## src/rtl/cdt_pkg.sv

```systemverilog
// constants and types for the contact delay timer
package cdt_pkg;
    // ----------------------------------------
    // register map (word-aligned byte addresses)
    // ----------------------------------------
    localparam logic [7:0] CDT_ADDR_ON_DELAY = 8'h00;
    localparam logic [7:0] CDT_ADDR_OFF_DELAY = 8'h04;
    localparam logic [7:0] CDT_ADDR_IN_SEL = 8'h08;
    localparam logic [7:0] CDT_ADDR_OUT_SEL = 8'h0c;
    localparam logic [7:0] CDT_ADDR_STATUS = 8'h10;
    // ----------------------------------------
    // fields and values
    // ----------------------------------------
    localparam int CDT_DLY_W = 15;
    localparam int CDT_SEL_W = 8;
    localparam logic [CDT_DLY_W-1:0] CDT_DLY_MAX = 15'h7530;
    localparam logic [CDT_DLY_W-1:0] CDT_DLY_RST = 15'h0000;
    localparam logic [CDT_SEL_W-1:0] CDT_SEL_RST = 8'h00;
    localparam logic [CDT_SEL_W-1:0] CDT_IN_TIMER = 8'h12;
    localparam logic [CDT_SEL_W-1:0] CDT_OUT_TIMER = 8'h0c;
    localparam int CDT_ST_OUT = 0;
    localparam int CDT_ST_EN = 1;
    localparam int CDT_ST_IN = 2;
    // ----------------------------------------
    // timing
    // ----------------------------------------
    localparam int CDT_CLK_HZ = 200000000;
    localparam real CDT_TICK_S = 0.1;
    localparam int CDT_TICK_CYC = int'(CDT_TICK_S * CDT_CLK_HZ);
    localparam int CDT_TICK_W = 25;
    typedef enum logic [1:0] {
        CDT_OFF = 2'b00,
        CDT_ARM_ON = 2'b01,
        CDT_ON = 2'b11,
        CDT_ARM_OFF = 2'b10
    } cdt_state_e;
endpackage : cdt_pkg

```

## src/rtl/cdt_tick.sv

```systemverilog
// time-base divider: one-cycle enable every tick period
`timescale 1ns/1ps
module cdt_tick import cdt_pkg::*; #(
    parameter int TICK_CYC = CDT_TICK_CYC
) (
    input wire logic clk,
    input wire logic rst,
    output logic tick
);
    typedef struct packed {
        logic [CDT_TICK_W-1:0] cnt;
        logic tick;
    } cdt_tick_s;
    cdt_tick_s st_q, st_d;
    localparam logic [CDT_TICK_W-1:0] LAST = CDT_TICK_W'(TICK_CYC - 1);
    always_comb begin
        st_d = st_q;
        st_d.tick = 1'b0;
        if (st_q.cnt == LAST) begin
            st_d.cnt = '0;
            st_d.tick = 1'b1;
        end else begin
            st_d.cnt = st_q.cnt + 1'b1;
        end
    end
    always_ff @(posedge clk) begin
        if (rst) begin
            st_q <= '0;
        end else begin
            st_q <= st_d;
        end
    end
    assign tick = st_q.tick;
endmodule : cdt_tick

```

## src/rtl/cdt_timer.sv

```systemverilog
// contact delay timer with register port
//
// Chosen here: the strobed register port and the placing of the registers.
`timescale 1ns/1ps
module cdt_timer import cdt_pkg::*; #(
    parameter int TICK_CYC = CDT_TICK_CYC
) (
    input wire logic clk,
    input wire logic rst,
    input wire logic [7:0] addr,
    input wire logic [31:0] wdata,
    input wire logic wr,
    input wire logic rd,
    output logic [31:0] rdata,
    input wire logic timer_in,
    output logic timer_out
);
    // ----------------------------------------
    // state
    // ----------------------------------------
    typedef struct packed {
        logic [CDT_DLY_W-1:0] on_delay_setting;
        logic [CDT_DLY_W-1:0] off_delay_setting;
        logic [CDT_SEL_W-1:0] input_function_select;
        logic [CDT_SEL_W-1:0] output_function_select;
        logic [2:0] sync;
        logic in_lvl;
        cdt_state_e fsm;
        logic [CDT_DLY_W-1:0] cnt;
        logic out;
        logic [31:0] rdata;
    } cdt_s;
    cdt_s st_q, st_d;
    logic tick;
    logic en;
    logic in_new;

    // reset image: settings back at their zero defaults, timer idle, output off
    localparam cdt_s ST_RST = '{
        on_delay_setting: CDT_DLY_RST,
        off_delay_setting: CDT_DLY_RST,
        input_function_select: CDT_SEL_RST,
        output_function_select: CDT_SEL_RST,
        sync: '0,
        in_lvl: 1'b0,
        fsm: CDT_OFF,
        cnt: '0,
        out: 1'b0,
        rdata: '0
    };

    // ----------------------------------------
    // time base
    // ----------------------------------------
    // single divider serves the single timer
    cdt_tick #(.TICK_CYC(TICK_CYC)) u_tick (
        .clk(clk),
        .rst(rst),
        .tick(tick)
    );

    // ----------------------------------------
    // helpers
    // ----------------------------------------
    // clamps writes above the documented range
    function automatic logic [CDT_DLY_W-1:0] clamp_dly(input logic [31:0] v);
        clamp_dly = (v > 32'(CDT_DLY_MAX)) ? CDT_DLY_MAX : v[CDT_DLY_W-1:0];
    endfunction : clamp_dly

    // a zero setting switches at once; any other needs one tick beyond its value,
    // since the free-running tick may fall a single cycle after arming
    function automatic logic dly_done(
        input logic [CDT_DLY_W-1:0] cnt,
        input logic [CDT_DLY_W-1:0] setting
    );
        if (setting == '0) begin
            dly_done = 1'b1;
        end else begin
            dly_done = (cnt > setting);
        end
    endfunction : dly_done

    // counts only on the time-base enable; holds at full scale rather than wrap
    function automatic logic [CDT_DLY_W-1:0] dly_step(
        input logic [CDT_DLY_W-1:0] cnt,
        input logic tick_en
    );
        if (tick_en && (cnt != '1)) begin
            dly_step = cnt + 1'b1;
        end else begin
            dly_step = cnt;
        end
    endfunction : dly_step

    // a new level counts only when the second and third stages agree
    function automatic logic filt_level(
        input logic [2:0] sync,
        input logic prev
    );
        if (sync[2] == sync[1]) begin
            filt_level = sync[2];
        end else begin
            filt_level = prev;
        end
    endfunction : filt_level

    // one read mux for every address; unmapped reads return zero
    function automatic logic [31:0] reg_read(
        input logic [7:0] a,
        input cdt_s s,
        input logic enabled
    );
        reg_read = '0;
        unique case (a)
            CDT_ADDR_ON_DELAY: reg_read = 32'(s.on_delay_setting);
            CDT_ADDR_OFF_DELAY: reg_read = 32'(s.off_delay_setting);
            CDT_ADDR_IN_SEL: reg_read = 32'(s.input_function_select);
            CDT_ADDR_OUT_SEL: reg_read = 32'(s.output_function_select);
            CDT_ADDR_STATUS: begin
                reg_read[CDT_ST_OUT] = s.out;
                reg_read[CDT_ST_EN] = enabled;
                reg_read[CDT_ST_IN] = s.in_lvl;
            end
            default: reg_read = '0;
        endcase
    endfunction : reg_read

    // ----------------------------------------
    // enable
    // ----------------------------------------
    assign en = (st_q.input_function_select == CDT_IN_TIMER)
        && (st_q.output_function_select == CDT_OUT_TIMER);

    // ----------------------------------------
    // logic
    // ----------------------------------------
    always_comb begin
        st_d = st_q;
        st_d.rdata = '0;
        // ----------------------------------------
        // input filter
        // ----------------------------------------
        // three-stage sync; change accepted when stages 2 and 3 agree
        st_d.sync = {st_q.sync[1:0], timer_in};
        in_new = filt_level(st_q.sync, st_q.in_lvl);
        st_d.in_lvl = in_new;
        // ----------------------------------------
        // register port
        // ----------------------------------------
        if (wr) begin
            unique case (addr)
                CDT_ADDR_ON_DELAY: st_d.on_delay_setting = clamp_dly(wdata);
                CDT_ADDR_OFF_DELAY: st_d.off_delay_setting = clamp_dly(wdata);
                CDT_ADDR_IN_SEL: st_d.input_function_select = wdata[CDT_SEL_W-1:0];
                CDT_ADDR_OUT_SEL: st_d.output_function_select = wdata[CDT_SEL_W-1:0];
                default: ;
            endcase
        end
        // read data stand for the one cycle after the strobe, zero otherwise
        if (rd) begin
            st_d.rdata = reg_read(addr, st_q, en);
        end
        // ----------------------------------------
        // delay state machine
        // ----------------------------------------
        // no drive-run input exists: timing never waits on motor state
        if (!en) begin
            st_d.fsm = CDT_OFF;
            st_d.out = 1'b0;
            st_d.cnt = '0;
        end else begin
            unique case (st_q.fsm)
                CDT_OFF: begin
                    if (in_new) begin
                        st_d.fsm = CDT_ARM_ON;
                        st_d.cnt = '0;
                    end
                end
                CDT_ARM_ON: begin
                    if (!in_new) begin
                        st_d.fsm = CDT_OFF;
                    end else if (dly_done(st_q.cnt, st_q.on_delay_setting)) begin
                        st_d.fsm = CDT_ON;
                        st_d.out = 1'b1;
                    end else begin
                        st_d.cnt = dly_step(st_q.cnt, tick);
                    end
                end
                CDT_ON: begin
                    if (!in_new) begin
                        st_d.fsm = CDT_ARM_OFF;
                        st_d.cnt = '0;
                    end
                end
                CDT_ARM_OFF: begin
                    if (in_new) begin
                        st_d.fsm = CDT_ON;
                    end else if (dly_done(st_q.cnt, st_q.off_delay_setting)) begin
                        st_d.fsm = CDT_OFF;
                        st_d.out = 1'b0;
                    end else begin
                        st_d.cnt = dly_step(st_q.cnt, tick);
                    end
                end
            endcase
        end
    end

    // ----------------------------------------
    // registers
    // ----------------------------------------
    always_ff @(posedge clk) begin
        if (rst) begin
            st_q <= ST_RST;
        end else begin
            st_q <= st_d;
        end
    end

    // ----------------------------------------
    // outputs
    // ----------------------------------------
    assign rdata = st_q.rdata;
    assign timer_out = st_q.out;
endmodule : cdt_timer

```

## config.mk

```make
export PLATFORM = sky130hd
export DESIGN_NAME = cdt_timer
export DESIGN_NICKNAME = d
export VERILOG_FILES = /design/src/rtl/cdt_pkg.sv /design/src/rtl/cdt_tick.sv /design/src/rtl/cdt_timer.sv
export SDC_FILE = /design/constraint.sdc
export NUM_CORES = 1
export LEC_CHECK = 0
export ABC_AREA = 0
export BUFFER_PORTS_ARGS = -buffer_cell sky130_fd_sc_hd__buf_2
export CAP_MARGIN = 20
export CELL_PAD_IN_SITES_DETAIL_PLACEMENT = 2
export CELL_PAD_IN_SITES_GLOBAL_PLACEMENT = 2
export CORE_MARGIN = 3
export CORE_UTILIZATION = 31
export CTS_CLUSTER_SIZE = 16
export DETAILED_ROUTE_END_ITERATION = 6
export PLACE_DENSITY = 0.77
export SYNTH_ARGS = -nofsm -noshare
export SYNTH_HDL_FRONTEND = slang
export SYNTH_SLANG_ARGS = --single-unit
```

## constraint.sdc

```tcl
create_clock -name clk -period 3 [get_ports clk]
set_clock_uncertainty 0.2 [all_clocks]
set_input_delay 0.15 -clock clk [delete_from_list [all_inputs] [get_ports clk]]
set_output_delay 0.15 -clock clk [all_outputs]
set_load 0.05 [all_outputs]
```

# After elaboration in Yosys (flattened, before gate mapping)
# Cells that the tools add are included.
# Widths: inputs -> output; s select.
[word_totals]
regBits = 126
latch_bits = 0
ram_bits = 0
rom_bits = 0
in_bits = 45
output_inout_bits = 33
word_cells = 86
memories = 0
[classes]
addsub = 2
multipliers = 0
div_mod_pow = 0
n_lt_le_gt_ge = 3
eq_ne = 22
shifts = 0
mux = 28
n_bitwise = 2
n_reduce_logical = 17
[op_table]
columns = ["op", "n"]
rows = [
  ["$pmux 17 s4", 1],
  ["$mux 15", 4],
  ["$pmux 12 s4", 1],
  ["$mux 17", 2],
  ["$gt 32x15->1 const B", 1],
  ["$mux 16", 2],
  ["$gt 15x15->1", 2],
  ["$logic_not 15->1", 2],
  ["$add 25x1->25 const B", 1],
  ["$eq 25x25->1 const B", 1],
  ["$eq 8x4->1 const B", 3],
  ["$eq 8x5->1 const B", 2],
  ["$ne 2x2->1 const B", 8],
  ["$add 15x1->15 const B", 1],
  ["$ne 15x15->1 const B", 1],
  ["$pmux 3 s5", 1],
  ["$mux 1", 12],
  ["$eq 8x3->1 const B", 1],
  ["$logic_not 8->1", 1],
  ["$mux 2", 4],
  ["$reduce_and 2->1", 4],
  ["$ne 3x3->1 const B", 2],
  ["$reduce_and 6->1", 1],
  ["$reduce_or 2->1", 3],
  ["10 further kinds", 13],
]

# Depth between registers and ports, before layout
[logic_depth]
word_depth = 8
depth_mapped = 10
ltp_nobuf = 9

# Hierarchy
# From an unflattened synthesis, not the netlist that was laid out.
[unflattened]
cells_unflattened = 692
hier_area_um2 = 6074.6
[modules_own_cells]
columns = ["mod", "instances", "cells_each", "area_each_um2", "seq_area_each_um2"]
rows = [
  ["cdt_timer", 1, 551, 4873.4, 1661.6],
  ["cdt_tick", 1, 141, 1201.2, 520.5],
]

# Least setup slack after synthesis
# Ideal clock, no wire load.
[synth_timing]
kind = "flip-flop to flip-flop"
start = "register st_q[89] (netlist bit)"
end = "register st_q[45] (netlist bit)"
setup_ns = 0.070
arrival_time_ns = 2.613
t_required_ns = 2.730
setup_slack_ns = 0.116
stages_incl_launch_ff = 11
path_buffers = 1
synth_period_minus_slack_ns = 2.884
cell_sequence = "dfxtp_1 > inv_1 > ha_1 > a211oi_2 > nor2_1 > o31a_1 > o311a_1 > or3_4 > buf_6 > or4_1 > a21oi_1"
[synth_via]
elab_chain_cells = 7
elab_cells_between_ends = 8
cone_classes = "order compare (1); eq/ne (1); mux (4); reduce/logical (2)"
[synth_lines]
columns = ["element", "line_no", "text"]
rows = [
  ["start: declaration", "cdt_timer.sv:33", "cdt_s st_q, st_d;"],
  ["start signal: assignment", "cdt_timer.sv:216", "st_q <= st_d;"],
  ["$gt 15x15->1 or $logic_not 15->1 (tied branches)", "cdt_timer.sv:79, cdt_timer.sv:76", ""],
  ["$mux 1 (*)", "cdt_timer.sv:76", "if (setting == '0) begin"],
  ["$mux 1 (*)", "cdt_timer.sv:180", "if (!in_new) begin"],
  ["$mux 1 (*)", "cdt_timer.sv:172", "unique case (st_q.fsm)"],
  ["$mux 1 (*)", "cdt_timer.sv:167", "if (!en) begin"],
  ["$ne 2x2->1 (no source line) (*)", "n/a", ""],
  ["$reduce_and 6->1 (no source line) (*)", "n/a", ""],
]
# Every way passes the cells marked *; elsewhere a longest branch is shown, timed or not. The select of a mux whose other input is x is not followed.
# A chain may end at the register's enable or synchronous reset.

# Final worst setup path
[layout_timing]
start = "input wdata[1]"
end = "register st_q[91] (netlist bit)"
[layout_via]
elab_chain_cells = 2
[layout_lines]
columns = ["element", "line_no", "text"]
rows = [
  ["start: declaration", "cdt_timer.sv:11", "input wire logic [31:0] wdata,"],
  ["$gt 32x15->1", "cdt_timer.sv:67", "clamp_dly = (v > 32'(CDT_DLY_MAX)) ? CDT_DLY_MAX : v[CDT_DLY_W-1:0];"],
  ["$mux 15", "cdt_timer.sv:67", ""],
]
# Every way passes these cells.

==> key figures <==
Final layout
  • Share of cells above drive strength 1: 0.1915
  • Non-Filler Instances: 1033
  • Post-route cell area: 7047 um^2
  • Area grow syn2layout: 19.55%
  • Nets: 881
  • Diodes inserted: 0
  • Final Util: 0.3844

Routing
  • Vias post-DR: 5597
  • First DRT Iteration DRCs: 288
  • Remaining DRCs: 0
  • Vias per cell: 5.418
  • Drt total wl: 21260 um
  • ANT nets after route: 0
  • Wire per inst: 20.58 um
  • First-pass iteration count of the detailed router: 4

Pwr
  • Internal Pwr Total: 2163 uW
  • Leak: 0.002659 uW
  • Clk network pwr share: 0.441
  • Sw Ratio: 0.2550
  • Combinational Power Share: 0.058
  • Seq pwr share: 0.501
  • Peak supply drop: 0.2631 mV
  • Sw power: 740.6 uW
  • Pwr dens: 412.1 nW/um^2

Worst setup path
  • Worst EP required: 3.08 ns
  • Cell Chain, Critical Path: dlygate4sd3_1 > buf_2 > or4_1 > a311o_1 > a21o_1 > a21o_1 > a21oi_4 > buf_6 > nand3_1 > a21oi_1
  • Worst path bufs/invs: 3
  • Startpoint types: primary input
  • Max FO, Critical Path: 10
  • Most frequent cell on the critical path: a21o_1
  • Largest delay contributor family on the critical path: compound AO/OA/AOI/OAI gates
  • Crit Path Category: primary input to register
  • Worst setup EP type: register
  • Arrival @ worst endpoint: 3.03 ns
  • Crit-path max cell delay: 0.55 ns
  • Slowest cell on crit path: or4_1

Global routing
  • Total GRT Usage: 0.2041
  • Pin count of the biggest net entering global routing: 34
  • Vias in the first global route: 6196
  • First-pass GRT wire length: 33220 um
  • Global route overflow: 0
  • Initial antenna violation count: 0

STA
  • F_max: 338.6 MHz
  • Final Hold Viols: 0
  • Final WS setup: 0.04697 ns
  • Tmin final: 2.953 ns
  • Final period utilization: 0.9843
  • Fin. max-slew vios: 0
  • Slew Limit Headroom: 0.5237
  • Worst slew pin tran: 0.7144 ns
  • Setup TNS: 0 ns
  • Final setup viols: 0

Floorplanning
  • Std cell rows: 49
  • Initial Util: 0.3215
  • Ports: 78
  • Core ar.: 18330 um^2
  • Die H: 143.9 um
  • DIE AREA: 20700 um^2
  • Die W: 143.9 um

Place
  • Final HPWL DP: 15320 um
  • Area after DPL: 6499 um^2
  • Gp weighted congestion: 0.8336
  • Worst slack at placement: -0.04906 ns
  • Cells after DPL: 998
  • Port Buf Inserts: 60

Synthesis
  • Top-area cell type share of the netlist area: 0.3702
  • Cell with the most instances after synthesis: dfxtp_1
  • Cell taking the most area after synthesis: dfxtp_1
  • Sequential share of the synthesized area: 0.3702
  • Ys Warns: 0
  • Unique masters post-synth: 51
  • Post-synth EDFFs: 0
  • Synth cell count leaders: 109 x dfxtp_1, 103 x nor2_1, 50 x a21oi_1
  • Gate Count Post-Synth: 711
  • Avg Cell Area, Syn: 8.290 um^2
  • Top cells by area, synth: dfxtp_1 37%, ha_1 7.9%, nor2_1 6.6%
  • Synth Flop Type: dfxtp_1
  • Seq cells post-synth: 109
  • Asr flop ratio synth: 0
  • Post-Syn Area: 5894 um^2

Clock network
  • CTS Root Cell: clkbuf_16
  • Num CTS Buffers: 9
  • Clock transition at the registers of the reported paths: 0.08 ns
  • CTS tree: done
  • Clock Sinks: 109
  • Clock buffer depth: 2
  • Later-pin clock latency in the skew report: 0.37 ns
  • H-tree Lvls: 3

Flow run
  • Max_cap viols: 0

Run status
  • Status: finished clean

Hold path
  • Hold Crit Class: primary input to register
==> registers in the layout, indices dropped and copies added (netlist names) <==
register     flops
timer_out        1
rdata           15
u_tick.st_q     25
u_tick.tick      1
st_d             2
st_q            65
==> metal layers <==
layer,wire [um],vias to the layer above,track usage
met3,790,33,0.02995
met2,11010,128,0.3658
met1,8999,2801,0.2532
met4,454,0,0.05897
met5,0,-,0
li1,-,2635,-
==> worst min-delay path: stages <==
cell	delay (ns)
buf_2	0.10
a211oi_1	0.07
a211oi_1	0.21
==> placed cells by master (no fill, tap or decap), types with 14 or more instances in the layout <==
| cell type | instances |
|---|---|
| dlygate4sd3_1 | 14 |
| nor2_1 | 103 |
| o21ai_0 | 21 |
| nand3_1 | 37 |
| nand2_1 | 49 |
| mux2i_1 | 16 |
| conb_1 | 17 |
| inv_1 | 38 |
| ha_1 | 37 |
| nand4_1 | 15 |
| a22oi_1 | 15 |
| dfxtp_1 | 105 |
| buf_2 | 60 |
| a211oi_1 | 22 |
| a21oi_1 | 49 |
| buf_4 | 45 |
| xor2_1 | 14 |
==> final cells by class <==
| cell class | instances | area [um^2] |
|---|---|---|
| tap | 229 | 286.5 |
| inverter | 38 | 142.6 |
| sequential | 109 | 2187 |
| fill | 2092 | 11280 |
| multi-input combinational | 521 | 3331 |
| clock buffer | 9 | 225.2 |
| clock inverter | 7 | 85.08 |
| timing repair buffer | 120 | 789.5 |
==> per-stage QoR <==
stage               power (uW)  hold WS [ns]
finish                    2904       0.01720
global route              3012       0.02837
CTS                       2937       0.01387
detailed placement        1639        0.2030
global placement          1633        0.1805
floorplan                 1599       0.07818
==> final timing paths <==
| check | start | to | slack [ns] | depth (start not counted) |
|---|---|---|---|---|
| min | wdata[10] | st_q[80]$_SDFFE_PP0P_ | 0.02 | 3 |
| min reg2reg | st_d[52]$_SDFF_PP0_ | st_d[53]$_SDFF_PP0_ | 0.26 | 1 |
| max | wdata[1] | st_q[91]$_SDFFE_PP0P_ | 0.05 | 10 |
| max reg2reg | st_q[89]$_SDFFE_PP0P_ | st_q[37]$_SDFFE_PP0P_ | 0.05 | 12 |
==> timing repair <==
item,CTS,global route
resized for setup,0,14
gates cloned,0,1
endpoints found under the setup margin,3,25
hold buffers,14,0
pin swaps,1,5
buffers inserted,3,1
hold endpoints to repair,35,0
==> logic make-up (layout without fill, tap and decap cells) <==
logic type | Yosys count | after routing | share of synthesized area
flip-flops | 109 | 109 | 0.3702
XOR/XNOR | 23 | 23 | 0.03418
buffers and inverters | 98 | 174 | 0.08491
AND/OR/NAND/NOR | 290 | 291 | 0.2462
other | 1 | 17 | 0.0006362
multiplexers | 24 | 24 | 0.04818
adder cells (fa/ha/maj) | 38 | 38 | 0.08045
AO/OA/AOI/OAI | 128 | 128 | 0.1352
==> power by group through the flow <==
| stage | combinational, uW | clock (uW) | sequential, uW |
|---|---|---|---|
| final | 168 | 1280 | 1460 |
| after global routing | 180 | 1370 | 1460 |
| after CTS | 165 | 1320 | 1460 |
| after detailed placement | 149 | 0 | 1490 |
| after global placement | 144 | 0 | 1490 |
| after floorplan | 110 | 0 | 1490 |
Power figures use the tool's default switching activity.
